`src/verilog/lsbot_pkg.sv`:
```
// Constants, register map and types of the LED sink blink off-time timer.
// Assumes a single 25 MHz clock; all blink times are whole multiples of one 0.2 s tick.
package lsbot_pkg;

  localparam int CLK_HZ = 25_000_000;
  localparam int TICK_MS = 200;
  // Cycles in one tick, from the tick time and the clock rate
  localparam int TICK_CYCLES_DOC = (CLK_HZ / 1000) * TICK_MS;

  localparam int NSINK = 4;
  localparam int FIELD_W = 2;
  localparam int CNT_W = 4;
  localparam int ADDR_W = 8;
  localparam int DATA_W = 8;

  localparam logic [7:0] ADDR_ENABLE = 8'h10;
  localparam logic [7:0] ADDR_ON_TIME = 8'h11;
  localparam logic [7:0] ADDR_OFF_TIMES = 8'h12;
  localparam logic [7:0] ADDR_STATUS = 8'h20;

  localparam int ON_FIELD_LSB = 6;
  localparam logic [7:0] ENABLE_RESET = 8'h00;
  localparam logic [1:0] ON_TIME_RESET = 2'h0;
  localparam logic [7:0] OFF_TIMES_RESET = 8'h00;
  localparam logic [1:0] OFF_DISABLED = 2'h0;

  // Period times in milliseconds, indexed by field code
  localparam int ON_MS [4] = '{200, 600, 800, 1200};
  localparam int OFF_MS [4] = '{0, 600, 1200, 1800};

  function automatic logic [CNT_W-1:0] ms_to_ticks(input int ms);
    return CNT_W'(ms / TICK_MS);
  endfunction

  typedef enum logic [1:0] {PH_IDLE, PH_ON, PH_OFF} lsbot_phase_t;

endpackage

```
`src/verilog/lsbot_sink_if.sv`:
```
// Link between the register/timebase logic and one sink blink sequencer.
// Assumes both ends run on the same clock.
`timescale 1ns/1ps
`default_nettype none
interface lsbot_sink_if;
  logic en;
  logic restart;
  logic tick;
  logic [1:0] on_sel;
  logic [1:0] off_sel;
  logic lit;
  modport ctrl (output en, output restart, output tick, output on_sel, output off_sel,
                input lit);
  modport sink (input en, input restart, input tick, input on_sel, input off_sel,
                output lit);
endinterface
`default_nettype wire

```
`src/verilog/lsbot_timer.sv`:
```
// Top of the LED sink blink off-time timer: registers, shared tick, four sequencers.
// Assumes a same-clock register master: one-cycle strobes, read data one cycle later.
//
// The plain strobed port and the address map were decided locally.
`timescale 1ns/1ps
`default_nettype none
// Behaviour
// - One register holds four 2-bit off-time fields, sink 4 high to sink 1 low.
// - Off-time 00 keeps an enabled sink steadily on, no blinking.
// - Nonzero off-time: sink goes off for that period, then on, repeating while enabled.
// - Off-time codes 01, 10, 11 select 0.6, 1.2, 1.8 seconds.
// - Sinks enabled in one write start their sequences together.
// - Shared on-time codes give 0.2, 0.6, 0.8, 1.2 s, then off if blinking.
// - Each sink is gated by its enable bit regardless of timing state.
module lsbot_timer
  import lsbot_pkg::*;
#(
  parameter int TICK_CYCLES = TICK_CYCLES_DOC  // Clock cycles per 0.2 s tick
)(
  input wire logic REF_CLK,               // 25 MHz clock
  input wire logic RST,                   // Synchronous reset, high
  input wire logic CE,                    // Clock enable, freezes all state when low
  input wire logic [ADDR_W-1:0] ADDR,     // Register address
  input wire logic [DATA_W-1:0] WDATA,    // Write data
  input wire logic WR,                    // Write strobe
  input wire logic RD,                    // Read strobe
  output logic [DATA_W-1:0] RDATA,        // Read data, cycle after RD
  output logic [NSINK-1:0] SINK_ON        // Sink drive, bit 0 is sink 1
);

  localparam int PRE_W = (TICK_CYCLES > 1) ? $clog2(TICK_CYCLES) : 1;
  localparam logic [PRE_W-1:0] PRE_LAST = PRE_W'(TICK_CYCLES - 1);

  if (TICK_CYCLES < 2) begin : g_chk
    $error("TICK_CYCLES must be at least 2");
  end

  logic [NSINK-1:0] en_q;
  logic [1:0] on_sel_q;
  logic [DATA_W-1:0] off_q;
  logic [NSINK-1:0] restart_q;
  logic [PRE_W-1:0] pre_q;
  logic tick;
  logic [NSINK-1:0] newly_on;
  logic wr_enable;
  logic [NSINK-1:0] lit;

  assign wr_enable = WR && (ADDR == ADDR_ENABLE);
  assign newly_on = WDATA[NSINK-1:0] & ~en_q;
  assign tick = (pre_q == PRE_LAST);

  // Enable register
  always_ff @(posedge REF_CLK) begin
    if (RST) begin
      en_q <= ENABLE_RESET[NSINK-1:0];
    end else if (CE && wr_enable) begin
      en_q <= WDATA[NSINK-1:0];
    end
  end

  // Shared on-time field
  always_ff @(posedge REF_CLK) begin
    if (RST) begin
      on_sel_q <= ON_TIME_RESET;
    end else if (CE && WR && ADDR == ADDR_ON_TIME) begin
      on_sel_q <= WDATA[ON_FIELD_LSB +: FIELD_W];
    end
  end

  // Off-time fields
  always_ff @(posedge REF_CLK) begin
    if (RST) begin
      off_q <= OFF_TIMES_RESET;
    end else if (CE && WR && ADDR == ADDR_OFF_TIMES) begin
      off_q <= WDATA;
    end
  end

  // Common start for all sinks switched on by the same write
  always_ff @(posedge REF_CLK) begin
    if (RST) begin
      restart_q <= '0;
    end else if (CE) begin
      restart_q <= wr_enable ? newly_on : '0;
    end
  end

  // Shared timebase, realigned at each common start
  always_ff @(posedge REF_CLK) begin
    if (RST) begin
      pre_q <= '0;
    end else if (CE) begin
      if ((wr_enable && newly_on != '0) || tick) begin
        pre_q <= '0;
      end else begin
        pre_q <= pre_q + 1'b1;
      end
    end
  end

  for (genvar i = 0; i < NSINK; i++) begin : g_sink
    lsbot_sink_if sif ();
    assign sif.en = en_q[i];
    assign sif.restart = restart_q[i];
    assign sif.tick = tick;
    assign sif.on_sel = on_sel_q;
    assign sif.off_sel = off_q[FIELD_W*i +: FIELD_W];
    assign lit[i] = sif.lit;
    lsbot_sink u_sink (
      .clk (REF_CLK),
      .rst (RST),
      .ce  (CE),
      .bus (sif.sink)
    );
  end

  // Registered sink drive
  always_ff @(posedge REF_CLK) begin
    if (RST) begin
      SINK_ON <= '0;
    end else if (CE) begin
      SINK_ON <= lit;
    end
  end

  // Read port; unmapped addresses return zero
  always_ff @(posedge REF_CLK) begin
    if (RST) begin
      RDATA <= '0;
    end else if (CE) begin
      if (RD) begin
        unique case (ADDR)
          ADDR_ENABLE: RDATA <= {{(DATA_W-NSINK){1'b0}}, en_q};
          ADDR_ON_TIME: RDATA <= {on_sel_q, {ON_FIELD_LSB{1'b0}}};
          ADDR_OFF_TIMES: RDATA <= off_q;
          ADDR_STATUS: RDATA <= {{(DATA_W-NSINK){1'b0}}, SINK_ON};
          default: RDATA <= '0;
        endcase
      end else begin
        RDATA <= '0;
      end
    end
  end
endmodule
`default_nettype wire

```
`src/verilog/lsbot_sink.sv`:
```
// Blink sequencer for one sink: on period, off period, repeat.
// Assumes tick is a one-cycle pulse every 0.2 s and restart a one-cycle pulse.
`timescale 1ns/1ps
`default_nettype none
module lsbot_sink
  import lsbot_pkg::*;
(
  input wire logic clk,    // Clock
  input wire logic rst,    // Synchronous reset, high
  input wire logic ce,     // Clock enable
  lsbot_sink_if.sink bus   // Control and lit state
);

  lsbot_phase_t phase_q;
  logic [CNT_W-1:0] cnt_q;
  logic [CNT_W-1:0] on_ticks;
  logic [CNT_W-1:0] off_ticks;
  logic [CNT_W-1:0] cnt_inc;
  logic blinking;

  assign on_ticks = ms_to_ticks(ON_MS[bus.on_sel]);
  assign off_ticks = ms_to_ticks(OFF_MS[bus.off_sel]);
  assign cnt_inc = cnt_q + 1'b1;
  assign blinking = (bus.off_sel != OFF_DISABLED);

  // Lit unless in the off period of a blinking sink; a cleared enable always darkens
  assign bus.lit = bus.en && (!blinking || phase_q != PH_OFF);

  always_ff @(posedge clk) begin
    if (rst) begin
      phase_q <= PH_IDLE;
      cnt_q <= '0;
    end else if (ce) begin
      if (!bus.en) begin
        phase_q <= PH_IDLE;
        cnt_q <= '0;
      end else if (bus.restart || phase_q == PH_IDLE) begin
        phase_q <= PH_ON;
        cnt_q <= '0;
      end else begin
        unique case (phase_q)
          PH_ON: begin
            if (!blinking) begin
              cnt_q <= '0;
            end else if (bus.tick) begin
              if (cnt_inc >= on_ticks) begin
                phase_q <= PH_OFF;
                cnt_q <= '0;
              end else begin
                cnt_q <= cnt_inc;
              end
            end
          end
          PH_OFF: begin
            if (!blinking) begin
              phase_q <= PH_ON;
              cnt_q <= '0;
            end else if (bus.tick) begin
              if (cnt_inc >= off_ticks) begin
                phase_q <= PH_ON;
                cnt_q <= '0;
              end else begin
                cnt_q <= cnt_inc;
              end
            end
          end
          default: begin
            phase_q <= PH_IDLE;
            cnt_q <= '0;
          end
        endcase
      end
    end
  end
endmodule
`default_nettype wire

```
`config.mk`:
```
export PLATFORM = sky130hd
export DESIGN_NAME = lsbot_timer
export DESIGN_NICKNAME = d
export VERILOG_FILES = /design/src/verilog/lsbot_pkg.sv /design/src/verilog/lsbot_sink_if.sv /design/src/verilog/lsbot_timer.sv /design/src/verilog/lsbot_sink.sv
export SDC_FILE = /design/constraint.sdc
export NUM_CORES = 1
export LEC_CHECK = 0
export ABC_AREA = 0
export BUFFER_PORTS_ARGS = -buffer_cell sky130_fd_sc_hd__buf_2
export CAP_MARGIN = 10
export CORE_AREA = 4 4 132 134
export CTS_CLUSTER_DIAMETER = 80
export DETAILED_ROUTE_END_ITERATION = 16
export DIE_AREA = 0 0 136 138
export HOLD_SLACK_MARGIN = 0.15
export PLACE_DENSITY_LB_ADDON = 0.12
export SYNTH_ARGS = -nofsm -noshare
export SYNTH_HDL_FRONTEND = slang
export SYNTH_SLANG_ARGS = --single-unit
```
`constraint.sdc`:
```
create_clock -name REF_CLK -period 4.7 [get_ports REF_CLK]
set_input_delay 1.175 -clock REF_CLK [delete_from_list [all_inputs] [get_ports REF_CLK]]
set_output_delay 1.175 -clock REF_CLK [all_outputs]
set_load 0.03 [all_outputs]
```
==> results.toml, run 1 <==
[grt]
grtUsageTotal_pct = 15.73
antenna_found_initial = 0
grt_max_degree = 38
grt_pass1_vias = 4561
grt_remaining_overflow = 0
grt_pass1_wl_um = 23760

[clock_tree]
cts_tree = "built"
cts_buffers = 9
clock-sinks = 77
cts_hold_buf = 0
postCtsSetupBuffers = 0
cts_root_buf = "clkbuf_16"
max-clock-path-buffers = 2
path_clk_slew_ns = 0.06
cts-resized-gates = 0
insertion_delay_ns = 0.34
htreeDepth = 3

[power]
powerDensity_nw_per_um2 = 226.9
p_leak_nw = 2.551
ir_worst_vdd_mv = 0.1474

[sta]
hold_slack_ns = 0.4738
setup_viol = 0
slew_viol_final = 0
period_needed_ns = 4.157
clock_skew_ns = 0.005409
slew_headroom_pct = 45.59
tightest_slew_ns = 0.8161
hold_violations = 0
fin_setup_tns_ns = 0
rsz0062_at_grt = "no"
max_freq_mhz = 240.6
layout_setup_ws_ns = 0.5430
period_share_pct = 88.45

[setup_path]
cp-startpoint = "g_sink[0].sif.on_sel[0]"
reg2reg_from = "g_sink[0].sif.on_sel[0]"
crit_type = "register to register"
worstPathMaxFanout = 8
worstPathArrival_ns = 4.42
cp_data_required_time_ns = 4.96
crit_path_start_kind = "register"
reg2reg_depth = 15
worstSetupEndpointType = "register"

[placement]
post-place-ws_ns = 0.5478
portBuffers = 32
hpwl_um = 10920
gp_congestion = 0.8291

[yosys]
synth-compound-area-share_pct = 15.99
syn-mean-instance-area_um2 = 8.412
synth_area_um2 = 5619
synth_top_family_by_area = "simple AND/OR/NAND/NOR gates"
ys_top_cells_by_area = "dfxtp_1 27%, ha_1 21%, nor2_1 4.3%"
synth_nets = 783
ys.flop_type = "dfxtp_1"
yosys.area_share.simple_pct = 23.85
synth_top_area_cell = "dfxtp_1"
synth_xor_area_share_pct = 4.832
yosys_warnings = 0
yosysSeqAreaShare_pct = 27.43
syn-instance-count = 668
synth-edff-count = 0
synth_top_area_share_pct = 27.43
synth_seq_cells = 77
async_reset_ff_share_pct = 0
yosysUniqueCellTypes = 54
synth_fa_ha_area_share_pct = 20.93
muxShareOfSynthArea_pct = 2.761

[detailed_routing]
viasPerCell = 5.150
wl_met1_um = 7254
dr.pass1.iters = 7
vias = 4743
maxUsedRoutingLayer = "met4"
ant_nets = 0
drtIter0Drc = 409
drcViolationCount = 0
dr_wl_met3_um = 600
routedWlPerCell_um = 15.64
routed_wl_um = 14410
met2_length_um = 6318

[floorplanning]
die_area_um2 = 18770
core-area_um2 = 16290
rows = 47
die_y_um = 138
die_w_um = 136
start_util_pct = 34.50
io_pins = 33

[hold_path]
min_path_type = "register to register"
min_from = "SINK_ON[0]"
hold-path-cell-count = 2

[layout]
areaGrowthSynthToFinish_pct = 12.34
antenna_cells = 0
final_util_pct = 38.75
fillCellCount = 1695
drive_gt1_share_pct = 9.986
nets = 811

[flow_run]
cap_violations = 0

[status]
outcome = "finished, final reports clean"
-- worst max-delay path, cell delays in order, from the launching register on --
cell and delay, ns:
dfxtp_1 0.46, inv_1 0.16, ha_1 0.33, nor2b_1 0.21, o21ai_1 0.11, a31oi_1 0.40
buf_4 0.21, nor3_1 0.05, or4_1 0.67, ha_1 0.34, nor2b_1 0.04, o21ai_0 0.21
a31oi_1 0.13, o211a_1 0.24, or3_1 0.37, a21oi_1 0.15
-- cell usage after synthesis, types with 3 or more instances --
cell        n
a211oi_1    5
a21oi_1    39
a222oi_1    4
a22o_1     14
a2bb2oi_1   4
a31oi_1     6
and3_1      7
buf_2       6
clkbuf_1   12
dfxtp_1    77
ha_1       94
inv_1      40
mux2_2      3
mux2i_1    11
nand2_1    55
nand2b_1   20
nand3_1    24
nand4_1     7
nor2_1     65
nor2b_1    13
nor3_1      3
nor3_2      4
nor3b_1    10
nor4_1      9
o211a_1     4
o21ai_0    41
o21bai_1    4
o22ai_1     6
o31ai_1     4
o32ai_1     4
or2_2       4
or3_1       7
or4_1       5
xnor2_1     8
xor2_1     23
-- flip-flops by register name, summed over array words and instances, names as in the netlist --
name / flops
pre_q: 23
g_sink.u_sink.cnt_q: 16
g_sink.u_sink.phase_q: 8
en_q: 4
SINK_ON: 4
g_sink.sif.on_sel: 2
RDATA: 8
restart_q: 4
off_q: 8
-- path summary, 6_finish.rpt --
path | to | slack [ns]
hold reg to reg | SINK_ON[0] | 0.47
setup / recovery | g_sink[1].u_sink.phase_q[0] | 0.54
hold / removal | SINK_ON[0] | 0.47
setup reg to reg | g_sink[1].u_sink.phase_q[0] | 0.54
-- where the power goes --
group          switching, mW  internal (mW)  total, mW
Sequential           0.00179          0.654      0.656
Combinational         0.0378         0.0174     0.0552
Clock                  0.294          0.427      0.721
Total                  0.333           1.10       1.43
-- layer usage --
| layer | GRT usage (%) | vias to the layer above |
|---|---|---|
| met5 | 0 | - |
| met4 | 4.934 | 0 |
| met3 | 2.507 | 14 |
| met2 | 23.52 | 79 |
| met1 | 23.07 | 2222 |
| li1 | - | 2428 |
-- layout by cell type (no fill, tap or decap), types with 5 or more instances in the layout --
cell type  count
o21ai_0       41
ha_1          94
nand4_1        7
nor4_1         9
and3_1         7
a31oi_1        6
mux2i_1       11
or4_1          5
a211oi_1       5
clkbuf_16      9
nor2_1        65
nand3_1       24
nand2b_1      20
buf_4          5
a21oi_1       39
dfxtp_1       77
buf_2         32
nor3b_1       10
or3_1          7
o22ai_1        6
nand2_1       55
nor2b_1       13
a22o_1        14
xor2_1        23
xnor2_1        8
inv_1         40
-- per-stage QoR --
step / area (um2) / power (mW) / std cells
after global placement: 6010 / 0.7259 / 905
after CTS: 6312 / 1.459 / 921
after floorplan: 5619 / 0.7008 / 668
after global routing: 6312 / 1.490 / 921
final: 6312 / 1.433 / 921
after detailed placement: 6010 / 0.7265 / 905
-- cell type report --
class	count	area [um2]	area share, %
clock buffers	11	242.7	3.845
clock inverters	5	60.06	0.9514
multi-input cells	530	3841	60.85
flip-flops and latches	77	1541	24.42
repair buffers	37	197.7	3.132
inverters	41	153.9	2.438
well taps	220	275.3	4.361
-- cells by family (layout without fill, tap and decap cells) --
group | count (synthesis) | after routing
adder cells (fa/ha/maj) | 94 | 94
multiplexers | 15 | 15
buffers and inverters | 61 | 94
AND/OR/NAND/NOR | 248 | 248
AO/OA/AOI/OAI | 142 | 142
XOR/XNOR | 31 | 31
flip-flops | 77 | 77
No activity file was read; power rests on OpenSTA's default activity.
==> inputs of run 2 (changes only) <==
- clock period: 4.7 -> 3.71 ns (I/O delays scaled with it)
==> run 2 against run 1 <==
Non-clock buffer count is 12 higher; register-to-register slack got worse by 0.31 ns; count of clock-buffer cells in the layout shrank 2; global-route usage is 0.16 points lower; fmax grew 19%; total power increased by 24%; critical path type unchanged.
==> results.toml, run 2 (same netlist as run 1, synthesis figures left out) <==
[power]
internal_power_mw = 1.322
seqPwrFrac_pct = 46.7
pwr-share-comb_pct = 3.9
powerDensity_nw_per_um2 = 277.8
ir_worst_vdd_mv = 0.2081
power.switching_mw = 0.4575
switching_share_pct = 25.71
p_leak_nw = 2.607
p_clk_share_pct = 49.4

[clock_tree]
postCtsSetupBuffers = 0
path_clk_slew_ns = 0.06
cts_root_buf = "clkbuf_16"
max-clock-path-buffers = 2
insertion_delay_ns = 0.35
htreeDepth = 3
cts_tree = "built"
cts_hold_buf = 0
cts_buffers = 9
cts-resized-gates = 0
clock-sinks = 77

[setup_path]
crit_path_start_kind = "register"
crit_type = "register to register"
reg2reg_from = "g_sink[0].sif.on_sel[0]"
worstPathArrival_ns = 3.75
r2r_end = "g_sink[3].u_sink.phase_q[0]"
worstPathMaxFanout = 6
worstSetupEndpointType = "register"
reg2reg_depth = 15
r2r_slack_ns = 0.23
cp_data_required_time_ns = 3.98

[sta]
clock_skew_ns = 0.009377
tightest_slew_ns = 0.8401
max_freq_mhz = 287.3
period_share_pct = 93.82
fin_setup_tns_ns = 0
rsz0062_at_grt = "no"
slew_headroom_pct = 44.00
period_needed_ns = 3.481
setup_viol = 0
hold_violations = 0
slew_viol_final = 0

[detailed_routing]
routed_wl_um = 14200
drtIter0Drc = 204
dr.pass1.iters = 5
vias = 4758
ant_nets = 0
routedWlPerCell_um = 15.22
drcViolationCount = 0
viasPerCell = 5.100

[layout]
top_regs = "pre_q: 23 flops, g_sink.u_sink.cnt_q: 16 flops"
drive_gt1_share_pct = 12.20
final_cell_mix = "93 x ha_1, 77 x dfxtp_1, 65 x nor2_1"
final_util_pct = 39.31
layout_commonest_cell = "ha_1"
largest_reg_flops = 23
nets = 823
antenna_cells = 0
areaGrowthSynthToFinish_pct = 13.96
regMostFlops = "pre_q"

[placement]
gp_congestion = 0.8391
portBuffers = 32
hpwl_um = 10910

[hold_path]
min_path_type = "register to register"
min_from = "RDATA[0]"
hold-path-cell-count = 2
hold-path-endpoint = "RDATA[0]"

[floorplanning]
die_area_um2 = 18770
die_w_um = 136
core-area_um2 = 16290
io_pins = 33
start_util_pct = 34.50
die_y_um = 138
rows = 47

[grt]
grt_remaining_overflow = 0
grtUsageTotal_pct = 15.57
grt_pass1_wl_um = 23690
antenna_found_initial = 0
grt_pass1_vias = 4636
grt_max_degree = 45

[flow_run]
cap_violations = 0

[status]
outcome = "finished, final reports clean"
==> run 2: cell types whose count changed in the layout (fill, tap and decap cells not counted), moves of 2 or more <==
cell,before,now
buf_4,5,17
o21ai_0,41,37
o21ai_1,2,6
inv_6,0,3
clkinv_4,2,0
inv_8,0,2
==> run 2: how the worst max path moves through the flow <==
| stage | startpoint | endpoint |
|---|---|---|
| 2_1_floorplan | g_sink[0].sif.on_sel[0] | g_sink[0].u_sink.phase_q[0] |
| 3_3_place_gp | g_sink[0].sif.on_sel[1] | g_sink[1].u_sink.phase_q[0] |
| 3_5_place_dp | g_sink[0].sif.on_sel[0] | g_sink[0].u_sink.phase_q[0] |
| 4_1_cts | g_sink[0].sif.on_sel[0] | g_sink[0].u_sink.phase_q[0] |
| 5_1_grt | g_sink[0].sif.on_sel[0] | g_sink[2].u_sink.phase_q[0] |
| 6_report | g_sink[0].sif.on_sel[0] | g_sink[3].u_sink.phase_q[0] |
==> run 2: per-layer routing <==
layer | global-route usage [%] | vias to the layer above | wire [um]
li1 | - | 2450 | -
met4 | 3.926 | 0 | 87
met3 | 3.161 | 8 | 363
met5 | 0 | - | 0
met1 | 20.95 | 2237 | 7015
met2 | 25.48 | 63 | 6733
==> run 2: metrics by stage <==
stage	setup slack (ns)	cells	cell area (um2)	power, mW	hold slack, ns
final	0.2294	933	6404	1.779	0.4695
after global routing	0.01165	933	6404	1.852	0.4825
after CTS	0.01886	933	6395	1.805	0.4694
after detailed placement	0.04310	917	6106	0.9200	0.4605
after global placement	0.1515	917	6106	0.9196	0.4504
after floorplan	0.04809	668	5625	0.8878	0.4716
==> run 2: area by class of cell <==
class	instances	area, um2
clock buffer	9	225.2
clock inverter	7	63.81
fill	1647	9886
inverter	41	153.9
multi-input combinational	530	3856
sequential	77	1541
tap	220	275.3
timing repair buffer	49	287.8
==> run 2: power groups by stage <==
stage | Sequential [mW] | Combinational [mW] | Clock (mW)
floorplan | 0.849 | 0.0385 | 0
global placement | 0.850 | 0.0699 | 0
detailed placement | 0.850 | 0.0700 | 0
CTS | 0.831 | 0.0703 | 0.904
global route | 0.831 | 0.0778 | 0.943
finish | 0.831 | 0.0698 | 0.878
==> run 2: worst max-delay path, cell delays in order, from the launching register on <==
cell      delay, ns
dfxtp_1        0.31
inv_1          0.16
ha_1           0.21
nor2b_2        0.18
o21ai_1        0.11
a31oi_2        0.24
nand2b_1       0.13
a31oi_1        0.09
or4_4          0.58
ha_1           0.30
nor2b_1        0.04
o21ai_1        0.17
a31oi_1        0.13
o211a_1        0.24
or3_1          0.38
a21oi_1        0.14
